**src/verilog/ubc_pkg.sv**
```systemverilog
// Constants shared by the baud-rate control block and its helpers
package ubc_pkg;
  localparam logic [11:0] ADDR_BAUD_CTRL = 12'h11f;
  localparam logic [11:0] ADDR_LINK_CTRL = 12'h120;
  localparam logic [11:0] ADDR_DIV_LO = 12'h121;
  localparam logic [11:0] ADDR_DIV_HI = 12'h122;
  localparam logic [11:0] ADDR_IRQ_STATUS = 12'h123;
  localparam logic [11:0] ADDR_IRQ_MASK = 12'h124;
  localparam int BRC_OVF_BIT = 7;
  localparam int BRC_IDLE_BIT = 6;
  localparam int BRC_POL_BIT = 4;
  localparam int BRC_WIDE_BIT = 3;
  localparam int BRC_WAKE_BIT = 1;
  localparam int BRC_ABD_BIT = 0;
  localparam logic [7:0] BRC_RESET = 8'h00;
  localparam int LNK_SYNC_BIT = 0;
  localparam int LNK_TX_ON_BIT = 1;
  localparam int LNK_ONE_RX_BIT = 2;
  localparam int LNK_CONT_RX_BIT = 3;
  localparam int LNK_HS_BIT = 4;
  localparam logic [7:0] LNK_RESET = 8'h00;
  localparam int EV_WAKE = 0;
  localparam int EV_ABD_DONE = 1;
  localparam int EV_ABD_OVF = 2;
  localparam int EV_COUNT = 3;
  localparam logic [EV_COUNT-1:0] EV_RESET = 3'h0;
  localparam logic [15:0] DIV_RESET = 16'h0000;
  localparam logic [6:0] PRESC_FAST = 7'h04;
  localparam logic [6:0] PRESC_MID = 7'h10;
  localparam logic [6:0] PRESC_SLOW = 7'h40;
  localparam logic [3:0] FRAME_BITS = 4'ha;
  localparam logic [2:0] ABD_RISES = 3'h5;
  localparam int ABD_CNT_W = 20;
  localparam int ABD_SHIFT = 3;
  typedef enum logic [1:0] {ABD_IDLE, ABD_WAIT_FALL, ABD_MEASURE} ubc_abd_state_e;
endpackage : ubc_pkg

```
**src/verilog/ubc_rate_if.sv**
```systemverilog
// Signals shared between the control core, rate generator and auto-baud unit
`timescale 1ns/1ps
`default_nettype none
interface ubc_rate_if;
  logic [15:0] divisor;
  logic wide;
  logic high_speed;
  logic sync_mode;
  logic presc_tick;
  logic tick;
  logic rx_fall;
  logic rx_rise;
  logic abd_run;
  logic abd_done;
  logic abd_ovf;
  logic [15:0] abd_value;
  modport gen (input divisor, wide, high_speed, sync_mode, output presc_tick, tick);
  modport abd (input presc_tick, rx_fall, rx_rise, wide, abd_run,
               output abd_done, abd_ovf, abd_value);
  modport ctl (output divisor, wide, high_speed, sync_mode, rx_fall, rx_rise, abd_run,
               input presc_tick, tick, abd_done, abd_ovf, abd_value);
endinterface : ubc_rate_if
`default_nettype wire

```
**src/verilog/ubc_rate_gen.sv**
```systemverilog
// Prescaler plus 8- or 16-bit divisor that produces the bit-rate tick
`timescale 1ns/1ps
`default_nettype none
module ubc_rate_gen
  import ubc_pkg::*;
(
  input wire logic core_clk,
  input wire logic rstn,
  ubc_rate_if.gen rif
);
  logic [6:0] presc_q;
  logic [6:0] presc_d;
  logic [15:0] cnt_q;
  logic [15:0] cnt_d;
  logic presc_tick_q;
  logic tick_q;
  wire [6:0] presc_len;
  wire [15:0] reload;
  wire presc_end;

  // Synchronous links always run at the fastest prescale
  assign presc_len = (rif.sync_mode || (rif.wide && rif.high_speed)) ? PRESC_FAST :
                     (rif.wide || rif.high_speed) ? PRESC_MID : PRESC_SLOW;
  assign reload = rif.wide ? rif.divisor : {8'h00, rif.divisor[7:0]};
  assign presc_end = (presc_q >= presc_len - 7'h01);
  assign presc_d = presc_end ? 7'h00 : presc_q + 7'h01;
  assign cnt_d = !presc_end ? cnt_q : (cnt_q == 16'h0000) ? reload : cnt_q - 16'h0001;

  always_ff @(posedge core_clk)
  begin
    if (!rstn)
    begin
      presc_q <= 7'h00;
      cnt_q <= DIV_RESET;
      presc_tick_q <= 1'b0;
      tick_q <= 1'b0;
    end
    else
    begin
      presc_q <= presc_d;
      cnt_q <= cnt_d;
      presc_tick_q <= presc_end;
      tick_q <= presc_end && (cnt_q == 16'h0000);
    end
  end

  assign rif.presc_tick = presc_tick_q;
  assign rif.tick = tick_q;

  a_presc_spacing: assert property (@(posedge core_clk) disable iff (!rstn)
    (presc_tick_q && $stable(presc_len) && presc_len == PRESC_FAST)
      |-> ##4 (presc_tick_q || presc_len != PRESC_FAST))
    else $error("prescale tick spacing wrong for fast rate");
endmodule : ubc_rate_gen
`default_nettype wire

```
**src/verilog/ubc_autobaud.sv**
```systemverilog
// Auto-baud measurement over nine bit times of a calibration character
`timescale 1ns/1ps
`default_nettype none
module ubc_autobaud
  import ubc_pkg::*;
(
  input wire logic core_clk,
  input wire logic rstn,
  ubc_rate_if.abd rif
);
  ubc_abd_state_e state_q;
  logic [ABD_CNT_W-1:0] cnt_q;
  logic [2:0] rises_q;
  logic done_q;
  logic ovf_q;
  logic [15:0] value_q;
  wire overflow;
  wire last_rise;

  // Narrow generator overflows once the per-bit count leaves the low byte
  assign overflow = cnt_q[ABD_CNT_W-1] || (!rif.wide && (cnt_q[ABD_CNT_W-2:11] != 8'h00));
  assign last_rise = rif.rx_rise && (rises_q == ABD_RISES - 3'h1);

  always_ff @(posedge core_clk)
  begin
    if (!rstn)
    begin
      state_q <= ABD_IDLE;
      cnt_q <= '0;
      rises_q <= 3'h0;
      done_q <= 1'b0;
      ovf_q <= 1'b0;
      value_q <= DIV_RESET;
    end
    else
    begin
      done_q <= 1'b0;
      ovf_q <= 1'b0;
      case (state_q)
        ABD_IDLE:
          if (rif.abd_run)
            state_q <= ABD_WAIT_FALL;
        ABD_WAIT_FALL:
          if (!rif.abd_run)
            state_q <= ABD_IDLE;
          else if (rif.rx_fall)
          begin
            state_q <= ABD_MEASURE;
            cnt_q <= '0;
            rises_q <= 3'h0;
          end
        ABD_MEASURE:
          if (!rif.abd_run)
            state_q <= ABD_IDLE;
          else if (overflow)
          begin
            ovf_q <= 1'b1;
            state_q <= ABD_IDLE;
          end
          else if (last_rise)
          begin
            done_q <= 1'b1;
            value_q <= cnt_q[ABD_SHIFT+15:ABD_SHIFT];
            state_q <= ABD_IDLE;
          end
          else
          begin
            if (rif.presc_tick)
              cnt_q <= cnt_q + 20'h00001;
            if (rif.rx_rise)
              rises_q <= rises_q + 3'h1;
          end
        default:
          state_q <= ABD_IDLE;
      endcase
    end
  end

  assign rif.abd_done = done_q;
  assign rif.abd_ovf = ovf_q;
  assign rif.abd_value = value_q;

  a_abd_one_result: assert property (@(posedge core_clk) disable iff (!rstn)
    done_q |-> !ovf_q ##1 (!done_q && !ovf_q))
    else $error("auto-baud reported twice or both results");
endmodule : ubc_autobaud
`default_nettype wire

```
**src/verilog/ubc_baud_control.sv**
```systemverilog
// Baud-rate control, status and link-direction logic of the serial port
//
// Local design decision: strobed register access.
`timescale 1ns/1ps
`default_nettype none
module ubc_baud_control
  import ubc_pkg::*;
(
  input wire logic core_clk,
  input wire logic rstn,
  input wire logic [11:0] reg_addr,
  input wire logic [7:0] reg_wdata,
  input wire logic reg_wr,
  input wire logic reg_rd,
  output logic [7:0] reg_rdata,
  input wire logic rx_pin,
  output logic tx_line,
  output logic sync_clk,
  output logic shift_strobe,
  output logic receive_active,
  output logic transmit_active,
  output logic receive_interrupt_flag,
  output logic irq
);
  function automatic logic ubc_hit(input logic [11:0] a, input logic [11:0] t);
    return a == t;
  endfunction : ubc_hit

  ubc_rate_if rif();

  logic autobaud_overflow_flag_q;
  logic receiver_idle_flag_q;
  logic line_polarity_select_q;
  logic wide_generator_select_q;
  logic wakeup_enable_q;
  logic autobaud_enable_q;
  logic sync_mode_q;
  logic transmit_enable_q;
  logic single_receive_enable_q;
  logic continuous_receive_enable_q;
  logic high_speed_select_q;
  logic [15:0] div_q;
  logic [EV_COUNT-1:0] istat_q;
  logic [EV_COUNT-1:0] istat_d;
  logic [EV_COUNT-1:0] imask_q;
  logic [7:0] rdata_q;
  logic rx_s1_q;
  logic rx_s2_q;
  logic rx_s3_q;
  logic rx_lvl_q;
  logic [3:0] bitcnt_q;
  logic wake_clr_q;
  logic tx_q;
  logic sck_q;
  logic strobe_q;
  logic rxact_q;
  logic txact_q;
  logic irq_q;

  wire wr_brc = reg_wr && ubc_hit(reg_addr, ADDR_BAUD_CTRL);
  wire wr_lnk = reg_wr && ubc_hit(reg_addr, ADDR_LINK_CTRL);
  wire wr_dlo = reg_wr && ubc_hit(reg_addr, ADDR_DIV_LO);
  wire wr_dhi = reg_wr && ubc_hit(reg_addr, ADDR_DIV_HI);
  wire wr_msk = reg_wr && ubc_hit(reg_addr, ADDR_IRQ_MASK);
  wire rd_ist = reg_rd && ubc_hit(reg_addr, ADDR_IRQ_STATUS);
  wire rd_brc = reg_rd && ubc_hit(reg_addr, ADDR_BAUD_CTRL);

  // A level change counts only once the last two stages agree
  wire rx_settled = (rx_s2_q == rx_s3_q);
  wire rx_fall = rx_settled && rx_lvl_q && !rx_s3_q;
  wire rx_rise = rx_settled && !rx_lvl_q && rx_s3_q;
  wire rx_any_enable = single_receive_enable_q || continuous_receive_enable_q;
  wire link_busy = sync_mode_q && (transmit_enable_q || rx_any_enable);
  wire wake_ev = !sync_mode_q && wakeup_enable_q && rx_fall;
  wire start_ev = !sync_mode_q && continuous_receive_enable_q && !wakeup_enable_q
                  && !autobaud_enable_q && receiver_idle_flag_q && rx_fall;
  wire frame_end = !receiver_idle_flag_q && rif.tick && (bitcnt_q == FRAME_BITS - 4'h1);
  wire [EV_COUNT-1:0] events = {rif.abd_ovf && !sync_mode_q, rif.abd_done, wake_ev};
  wire [7:0] brc_view = {autobaud_overflow_flag_q, receiver_idle_flag_q, 1'b0,
                         line_polarity_select_q, wide_generator_select_q, 1'b0,
                         wakeup_enable_q, autobaud_enable_q};
  wire [7:0] lnk_view = {3'h0, high_speed_select_q, continuous_receive_enable_q,
                         single_receive_enable_q, transmit_enable_q, sync_mode_q};
  wire [7:0] rd_val = ubc_hit(reg_addr, ADDR_BAUD_CTRL) ? brc_view :
                      ubc_hit(reg_addr, ADDR_LINK_CTRL) ? lnk_view :
                      ubc_hit(reg_addr, ADDR_DIV_LO) ? div_q[7:0] :
                      ubc_hit(reg_addr, ADDR_DIV_HI) ? div_q[15:8] :
                      ubc_hit(reg_addr, ADDR_IRQ_STATUS) ? {5'h00, istat_q} :
                      ubc_hit(reg_addr, ADDR_IRQ_MASK) ? {5'h00, imask_q} : 8'h00;
  // New events win over the clear that a status read performs
  assign istat_d = (rd_ist ? EV_RESET : istat_q) | events;
  wire sck_next = ~sck_q;

  assign rif.divisor = div_q;
  assign rif.wide = wide_generator_select_q;
  assign rif.high_speed = high_speed_select_q;
  assign rif.sync_mode = sync_mode_q;
  assign rif.rx_fall = rx_fall;
  assign rif.rx_rise = rx_rise;
  assign rif.abd_run = autobaud_enable_q && !sync_mode_q;

  ubc_rate_gen u_gen (
    .core_clk (core_clk),
    .rstn (rstn),
    .rif (rif.gen)
  );

  ubc_autobaud u_abd (
    .core_clk (core_clk),
    .rstn (rstn),
    .rif (rif.abd)
  );

  always_ff @(posedge core_clk)
  begin
    if (!rstn)
    begin
      rx_s1_q <= 1'b1;
      rx_s2_q <= 1'b1;
      rx_s3_q <= 1'b1;
      rx_lvl_q <= 1'b1;
    end
    else
    begin
      rx_s1_q <= rx_pin;
      rx_s2_q <= rx_s1_q;
      rx_s3_q <= rx_s2_q;
      if (rx_settled)
        rx_lvl_q <= rx_s3_q;
    end
  end

  always_ff @(posedge core_clk)
  begin
    if (!rstn)
    begin
      line_polarity_select_q <= BRC_RESET[BRC_POL_BIT];
      wide_generator_select_q <= BRC_RESET[BRC_WIDE_BIT];
      wakeup_enable_q <= BRC_RESET[BRC_WAKE_BIT];
      autobaud_enable_q <= BRC_RESET[BRC_ABD_BIT];
      autobaud_overflow_flag_q <= BRC_RESET[BRC_OVF_BIT];
      wake_clr_q <= 1'b0;
    end
    else
    begin
      wake_clr_q <= wake_ev;
      if (wr_brc)
      begin
        line_polarity_select_q <= reg_wdata[BRC_POL_BIT];
        wide_generator_select_q <= reg_wdata[BRC_WIDE_BIT];
      end
      if (wr_brc)
        wakeup_enable_q <= reg_wdata[BRC_WAKE_BIT];
      else if (wake_clr_q)
        wakeup_enable_q <= 1'b0;
      if (wr_brc)
        autobaud_enable_q <= reg_wdata[BRC_ABD_BIT];
      else if (rif.abd_done || rif.abd_ovf)
        autobaud_enable_q <= 1'b0;
      if (sync_mode_q)
        autobaud_overflow_flag_q <= 1'b0;
      else if (rif.abd_ovf)
        autobaud_overflow_flag_q <= 1'b1;
      else if (wr_brc && reg_wdata[BRC_ABD_BIT])
        autobaud_overflow_flag_q <= 1'b0;
    end
  end

  always_ff @(posedge core_clk)
  begin
    if (!rstn)
    begin
      sync_mode_q <= LNK_RESET[LNK_SYNC_BIT];
      transmit_enable_q <= LNK_RESET[LNK_TX_ON_BIT];
      single_receive_enable_q <= LNK_RESET[LNK_ONE_RX_BIT];
      continuous_receive_enable_q <= LNK_RESET[LNK_CONT_RX_BIT];
      high_speed_select_q <= LNK_RESET[LNK_HS_BIT];
      div_q <= DIV_RESET;
      imask_q <= EV_RESET;
      istat_q <= EV_RESET;
    end
    else
    begin
      if (wr_lnk)
      begin
        sync_mode_q <= reg_wdata[LNK_SYNC_BIT];
        transmit_enable_q <= reg_wdata[LNK_TX_ON_BIT];
        single_receive_enable_q <= reg_wdata[LNK_ONE_RX_BIT];
        continuous_receive_enable_q <= reg_wdata[LNK_CONT_RX_BIT];
        high_speed_select_q <= reg_wdata[LNK_HS_BIT];
      end
      // A finished measurement overrides a divisor write in the same cycle
      if (rif.abd_done)
        div_q <= rif.abd_value;
      else if (wr_dlo)
        div_q[7:0] <= reg_wdata;
      else if (wr_dhi)
        div_q[15:8] <= reg_wdata;
      if (wr_msk)
        imask_q <= reg_wdata[EV_COUNT-1:0];
      istat_q <= istat_d;
    end
  end

  always_ff @(posedge core_clk)
  begin
    if (!rstn)
    begin
      receiver_idle_flag_q <= 1'b1;
      bitcnt_q <= 4'h0;
    end
    else if (sync_mode_q || !continuous_receive_enable_q || frame_end)
    begin
      receiver_idle_flag_q <= 1'b1;
      bitcnt_q <= 4'h0;
    end
    else if (start_ev)
    begin
      receiver_idle_flag_q <= 1'b0;
      bitcnt_q <= 4'h0;
    end
    else if (!receiver_idle_flag_q && rif.tick)
      bitcnt_q <= bitcnt_q + 4'h1;
  end

  always_ff @(posedge core_clk)
  begin
    if (!rstn)
    begin
      tx_q <= 1'b1;
      sck_q <= 1'b0;
      strobe_q <= 1'b0;
      rxact_q <= 1'b0;
      txact_q <= 1'b0;
      irq_q <= 1'b0;
      rdata_q <= 8'h00;
    end
    else
    begin
      tx_q <= sync_mode_q ? 1'b0 : !line_polarity_select_q;
      sck_q <= !link_busy ? 1'b0 : rif.tick ? sck_next : sck_q;
      strobe_q <= link_busy && rif.tick && (sck_next == line_polarity_select_q);
      rxact_q <= sync_mode_q ? rx_any_enable : continuous_receive_enable_q;
      txact_q <= transmit_enable_q && !(sync_mode_q && rx_any_enable);
      irq_q <= |(istat_d & imask_q);
      rdata_q <= reg_rd ? rd_val : 8'h00;
    end
  end

  assign reg_rdata = rdata_q;
  assign tx_line = tx_q;
  assign sync_clk = sck_q;
  assign shift_strobe = strobe_q;
  assign receive_active = rxact_q;
  assign transmit_active = txact_q;
  assign receive_interrupt_flag = istat_q[EV_WAKE];
  assign irq = irq_q;

  a_rx_over_tx: assert property (@(posedge core_clk) disable iff (!rstn)
    (sync_mode_q && rx_any_enable) |=> !txact_q)
    else $error("transmit active while synchronous receive enabled");
  a_ovf_flag_set: assert property (@(posedge core_clk) disable iff (!rstn)
    (rif.abd_ovf && !sync_mode_q) |=> autobaud_overflow_flag_q ##1 !autobaud_enable_q)
    else $error("overflow did not raise flag or stop auto-baud");
  a_idle_drops: assert property (@(posedge core_clk) disable iff (!rstn)
    start_ev |=> !receiver_idle_flag_q && !brc_view[BRC_IDLE_BIT])
    else $error("idle flag stayed high after start bit");
  a_tx_idle_pol: assert property (@(posedge core_clk) disable iff (!rstn)
    (!sync_mode_q && $stable(line_polarity_select_q))
      |=> tx_q == !$past(line_polarity_select_q))
    else $error("transmit idle level does not follow polarity");
  a_strobe_edge: assert property (@(posedge core_clk) disable iff (!rstn)
    strobe_q |-> sck_q == $past(line_polarity_select_q) && $changed(sck_q))
    else $error("data strobe on wrong clock edge");
  a_wake_flag: assert property (@(posedge core_clk) disable iff (!rstn)
    (wake_ev && !wr_brc) |=> istat_q[EV_WAKE] ##1 (!wakeup_enable_q || $past(wr_brc)))
    else $error("wake edge did not set flag and clear enable");
  a_abd_clears: assert property (@(posedge core_clk) disable iff (!rstn)
    (rif.abd_done && !wr_brc) |=> !autobaud_enable_q && div_q == $past(rif.abd_value))
    else $error("auto-baud completion not applied");
  a_reserved_zero: assert property (@(posedge core_clk) disable iff (!rstn)
    rd_brc |=> reg_rdata[5] == 1'b0 && reg_rdata[2] == 1'b0)
    else $error("reserved baud control bits read nonzero");
endmodule : ubc_baud_control
`default_nettype wire

```
**config.mk**
```make
export PLATFORM = sky130hd
export DESIGN_NAME = ubc_baud_control
export DESIGN_NICKNAME = d
export VERILOG_FILES = /design/src/verilog/ubc_pkg.sv /design/src/verilog/ubc_rate_if.sv /design/src/verilog/ubc_rate_gen.sv /design/src/verilog/ubc_autobaud.sv /design/src/verilog/ubc_baud_control.sv
export SDC_FILE = /design/constraint.sdc
export NUM_CORES = 1
export LEC_CHECK = 0
export ABC_AREA = 1
export BUFFER_PORTS_ARGS = -buffer_cell sky130_fd_sc_hd__buf_2
export CELL_PAD_IN_SITES_DETAIL_PLACEMENT = 1
export CELL_PAD_IN_SITES_GLOBAL_PLACEMENT = 2
export CORE_ASPECT_RATIO = 1.2
export CORE_MARGIN = 4
export CORE_UTILIZATION = 35
export CTS_BUF_LIST = sky130_fd_sc_hd__clkbuf_8 sky130_fd_sc_hd__clkbuf_16
export CTS_CLUSTER_SIZE = 10
export DETAILED_ROUTE_END_ITERATION = 7
export HOLD_SLACK_MARGIN = 0.02
export PLACE_DENSITY_LB_ADDON = 0.12
export SLEW_MARGIN = 25
export SYNTH_ARGS = -nofsm -noshare
export SYNTH_HDL_FRONTEND = slang
export SYNTH_SLANG_ARGS = --single-unit
```
**constraint.sdc**
```tcl
create_clock -name core_clk -period 2.45 [get_ports core_clk]
set_input_delay 0.49 -clock core_clk [delete_from_list [all_inputs] [get_ports core_clk]]
set_output_delay 0.49 -clock core_clk [all_outputs]
set_load 0.05 [all_outputs]
```
## Word-level counts from Yosys, hierarchy flattened

Index checks and enable logic that the tools add are counted.
W data, S select, Z words.

| cells by class | value |
|---|---|
| add/sub/neg operators | 6 |
| order comparisons | 1 |
| equal/unequal tests | 23 |
| multiplexer cells | 46 |
| bitwise logic cells | 8 |
| reductions and logical operators | 74 |

Operators with widths:

| cell | count |
|---|---|
| $mux W20 | 6 |
| $eq A12 B9 Y1 const B | 6 |
| $mux W8 | 7 |
| $mux W16 | 3 |
| $pmux W20 S2 | 1 |
| $logic_and A1 B1 Y1 | 31 |
| $mux W3 | 9 |
| $add A20 B1 Y20 const B | 1 |
| $logic_not A16 Y1 | 1 |
| $sub A16 B1 Y16 const B | 1 |
| $mux W7 | 2 |
| $reduce_and A7 Y1 | 2 |
| $mux W2 | 6 |
| $reduce_bool A2 Y1 | 6 |
| $logic_not A1 Y1 | 10 |
| $mux W1 | 10 |
| $ne A2 B1 Y1 const B | 5 |
| $reduce_or A3 Y1 | 3 |
| $logic_or A1 B1 Y1 | 8 |
| $ne A2 B2 Y1 const B | 4 |
| $reduce_bool A8 Y1 | 1 |
| $reduce_or A4 Y1 | 2 |
| $add A7 B1 Y7 const B | 1 |
| $ge A7 B7 Y1 | 1 |
| other kinds (20) | 31 |

| word-level totals | value |
|---|---|
| register bits after elaboration | 124 |
| input port bits | 25 |
| output and inout port bits | 15 |
| word-level logic and storage cells | 198 |

## Depth between registers and ports, before layout

| depth | value |
|---|---|
| word-level depth | 8 |
| mapped depth | 13 |
| gate-level depth less buffers | 12 |

## By module

A second synthesis with hierarchy kept.

| unflattened totals | value |
|---|---|
| cell total of the unflattened synthesis | 988 |
| area total of the unflattened synthesis | 6749.0 µm² |

Modules (own cells, without submodules):

| module | times used | cells each | area an instance (µm²) | seq. area each (µm²) |
|---|---|---|---|---|
| ubc_baud_control | 1 | 371 | 2645.0 | 1121.1 |
| ubc_autobaud | 1 | 362 | 2436.1 | 860.8 |
| ubc_rate_gen | 1 | 255 | 1667.8 | 500.5 |

## Worst setup path after synthesis

No wires, ideal clock.

| timing | value |
|---|---|
| path type | flip-flop to flip-flop |
| start point | register wide_generator_select_q, in the netlist rif.wide |
| end point | register u_gen.presc_q[2] |
| setup time | 0.072 ns |
| arrival | 1.927 ns |
| path slack | 0.450 ns |
| cell stages (with the launch flop) | 13 |
| period minus slack after synthesis | 2.000 ns |
| cell sequence | dfxtp_1 buf_2 inv_1 o21ai_0 ha_1 and3_1 o21bai_1 and2_1 nand2_2 nor2_4 inv_2 buf_6 nor3b_2 |

| between the ends | value |
|---|---|
| longest elaborated chain between the ends | 6 |
| elaborated cells between the ends (all ways) | 8 |

RTL lines:

| element | line | source |
|---|---|---|
| start, declared | ubc_baud_control.sv:34 | `logic wide_generator_select_q;` |
| start signal, assigned | ubc_baud_control.sv:138 | `wide_generator_select_q <= BRC_RESET[BRC_WIDE_BIT];` |
| start signal, assigned | ubc_baud_control.sv:150 | `wide_generator_select_q <= reg_wdata[BRC_WIDE_BIT];` |
| $logic_or A1 B1 Y1 / $logic_and A1 B1 Y1 (equally long branches) | ubc_rate_gen.sv:23, ubc_rate_gen.sv:22 |  |
| $mux W7 / $logic_or A1 B1 Y1 (equally long branches) | ubc_rate_gen.sv:23, ubc_rate_gen.sv:22 |  |
| $mux W7 (*) | ubc_rate_gen.sv:22 | `assign presc_len = (rif.sync_mode \|\| (rif.wide && rif.high_speed)) ? PRESC_FAST :` |
| $sub A7 B1 Y7 (*) | ubc_rate_gen.sv:25 | `assign presc_end = (presc_q >= presc_len - 7'h01);` |
| $ge A7 B7 Y1 (*) | ubc_rate_gen.sv:25 |  |
| $reduce_or A2 Y1 (no source line) (*) | - |  |
| end signal, assigned | ubc_rate_gen.sv:40 | `presc_q <= presc_d;` |
| end, declared | ubc_rate_gen.sv:11 | `logic [6:0] presc_q;` |

Mark *: on every way between the ends. The rest lies on a longest branch, timed or not.
A chain may end at the register's enable or synchronous reset.

## Worst setup path after layout

| timing | value |
|---|---|
| start point | register sync_mode_q, in the netlist rif.sync_mode |
| end point | register u_gen.cnt_q[0] |

| between the ends | value |
|---|---|
| longest elaborated chain between the ends | 4 |

RTL lines:

| element | line | source |
|---|---|---|
| start, declared | ubc_baud_control.sv:37 | `logic sync_mode_q;` |
| start signal, assigned | ubc_baud_control.sv:173 | `sync_mode_q <= LNK_RESET[LNK_SYNC_BIT];` |
| start signal, assigned | ubc_baud_control.sv:186 | `sync_mode_q <= reg_wdata[LNK_SYNC_BIT];` |
| $logic_or A1 B1 Y1 | ubc_rate_gen.sv:22 |  |
| $mux W7 | ubc_rate_gen.sv:22 |  |
| $sub A7 B1 Y7 | ubc_rate_gen.sv:25 |  |
| $ge A7 B7 Y1 | ubc_rate_gen.sv:25 |  |
| end signal, assigned | ubc_rate_gen.sv:41 | `cnt_q <= cnt_d;` |
| end, declared | ubc_rate_gen.sv:13 | `logic [15:0] cnt_q;` |

No other way between the ends.

==> results.md <==
- Tot GR Track Use: 0.193
- Crit Path Class: flop to flop
- Layout cells sized above 1: 0.146
- Tcrit/Tclk final: 0.885
- Unrepaired setup endpoints after global routing: no
- I/O pins: 40
- Largest net degree at the start of global routing: 35
- Commonest non-fill, non-tap cells in the layout: nand2_1 (224), dfxtp_1 (124), inv_1 (111)
- Clk root buf: clkbuf_16
- Worst Tran Pin Value: 574 ps
- Iter 0 DRT Violations: 204
- Crit path DAT: 2510 ps
- Post-synthesis sequential area ratio: 0.379
- Htree depth: 4
- Hold Buf Count CTS: 0
- Yosys top cell area share: 0.379
- Post-synth EDFFs: 0
- Fill count: 2380
- Slew headroom: 0.613
- Core footprint: 18300 sq um
- Post-Syn Nets: 988
- PwrDens: 642 nW/um^2
- Final WL: 19400 microns
- Worst vdd ir: 0.550 mV
- Max-cap violation count: 0
- Die area: 21000 sq um
- Number of I/O port buffers: 39
- Yosys warns: 0
- Critical Path Start Type: flop
- Crit Path Max Fanout: 17
- Cell area after synthesis: 6540 sq um
- Hold Startpoint: rx_pin
- Die Wd: 133 microns
- Final Hold Fails: 0
- Yosys top cell by area: dfxtp_1
- # diodes: 0
- Worst flop-to-flop path startpoint: rif.sync_mode$_SDFFE_PN0P_
- Synthesis-to-finish area growth: 16.5%
- Clock skew: 9.70 ps
- Fmax: 461 MHz
- Worst-path clk slew: 60 ps
- Leakage: 0.00310 uW
- Post-DRT Antenna Nets: 0
- Final setup vio count: 0
- Status: completed
- CTS resizes: 0
- Internal Power: 3800 uW
- Worst Setup SP: rif.sync_mode$_SDFFE_PN0P_
- Worst-Skew Late Latency: 430 ps
- 1st-pass router iterations: 4
- Overflow after GRT: 0
- Synth async-reset ratio: 0
- First-pass GRT wire length: 32400 microns
- TNS Setup: 0 ps
- Primary FF master, synth: dfxtp_1
- Net switching power of the design: 1090 uW
- Residual DRC: 0
- CTS Buf Count: 17
- Vias in the first global route: 6317
- Avg Cell Area, Syn: 6.89 sq um
- Max Transition Viols Final: 0
- Post-DP HPWL: 15100 microns
- Avg WL per Cell: 15.4 microns
- Vias: 6110
- Comb pwr share: 0.029
- Fin nets: 1033
- Height of the chip: 158 microns
- Clock Tree Buf Depth: 2
- Hold/Removal Path Class: primary input to flop
- Endpoint class of the critical path: flop
- Synth area leaders: dfxtp_1 (38%), nand2_1 (13%), inv_1 (6.4%)
- CTS tree: built
- Post-CTS setup buffer count: 0
- Vias per cell: 4.85
- Critical path data required time: 2790 ps
- Final Critical Period: 2170 ps
- Antenna violations before repair: 0
- Starting Density: 0.357
- Seq pwr share: 0.415
- Clock Power Share: 0.557
- Mapped Cells: 950
- Synth cell types: 49
- Switching portion of total power: 0.224
- Num Clock Sinks: 124
- Yosys reg bits: 124
- Cell area after layout: 7620 sq um
- GP Congestion: 0.842
- Most common cell after layout, fill and taps aside: nand2_1
- Placed inst area: 6990 sq um
- Number of core rows: 54
==> final timing paths <==
path	cells after the start	slack, ps	endpoint
max	11	280	u_gen.cnt_q[0]$_SDFFE_PN0P_
min reg2reg	1	410	rx_s2_q$_SDFF_PN1_
min	2	250	rx_s1_q$_SDFF_PN1_
max reg2reg	11	280	u_gen.cnt_q[0]$_SDFFE_PN0P_
==> power by group through the flow <==
stage	clock network, uW	registers, uW	logic, uW
after global placement	0	2070	142
after floorplan	0	2070	82.1
final	2720	2030	141
after detailed placement	0	2070	143
after CTS	2790	2030	143
after global routing	2870	2030	161
==> through the flow <==
step / hold slack (ps) / utilization / total power [uW] / cells / worst slack [ps]
2_1_floorplan: 393 / - / 2150 / 950 / 450
3_3_place_gp: 397 / 0.382 / 2220 / 1228 / 319
3_5_place_dp: 401 / 0.382 / 2220 / 1228 / 290
4_1_cts: 228 / 0.416 / 4960 / 1259 / 234
5_1_grt: 241 / 0.416 / 5060 / 1259 / 81.6
6_report: 247 / 0.416 / 4890 / 1259 / 282
==> area by class of cell <==
type / count / area (sq um) / area share
clock inverters: 13 / 191 / 0.0251
multi-input cells: 674 / 3440 / 0.451
repair buffers: 50 / 278 / 0.0364
inverters: 128 / 483 / 0.0633
well taps: 252 / 315 / 0.0414
flip-flops and latches: 124 / 2480 / 0.326
clock buffers: 18 / 439 / 0.0576
==> metal layers <==
layer  share of wire  track usage
met1            0.44        0.225
met2            0.51        0.358
met4           0.017       0.0604
met5               0            0
met3           0.025       0.0359
==> synthesized netlist by cell type (5+ instances only) <==
cell,number
nand2_1,224
dfxtp_1,124
inv_1,111
nor2_1,110
a21oi_1,65
nand3_1,45
o21ai_0,45
nand4_1,28
o21ai_1,20
inv_2,16
xor2_1,15
nor3_1,14
ha_1,13
nor2_2,12
clkbuf_1,11
a31oi_1,10
a22oi_1,8
nor2_4,7
nand2_2,6
or2_2,6
buf_6,5
xnor2_1,5
==> cell families after synthesis <==
kind of cell               after synthesis  share of synthesized area
adders and majority gates               13                     0.0249
AOI/OAI and AO/OA                      166                      0.141
DFF                                    124                      0.379
other                                    1                   0.000573
and+or+nand+nor                        474                      0.332
xor gates and xnor gates                20                     0.0268
buffers and inverters                  152                     0.0954
==> sequential cells by signal, indices dropped and copies added (netlist names), 2 cells and up <==
signal / flops
u_abd.state_q: 2
bitcnt_q: 4
u_gen.presc_q: 7
reg_rdata: 8
u_gen.cnt_q: 16
u_abd.cnt_q: 20
u_abd.rif.abd_value: 16
div_q: 16
u_abd.rises_q: 3
istat_q: 3
imask_q: 3
==> worst max-delay path, stage by stage, from the launching register on <==
cell	delay, ps
dfxtp_1	380
inv_2	200
nand3_1	130
ha_1	330
nand2_1	60
o21a_1	180
and2_1	160
nand2_2	90
nand2_1	90
inv_2	270
nand2_1	100
o21ai_0	100
(Power assumes the default switching activity.)
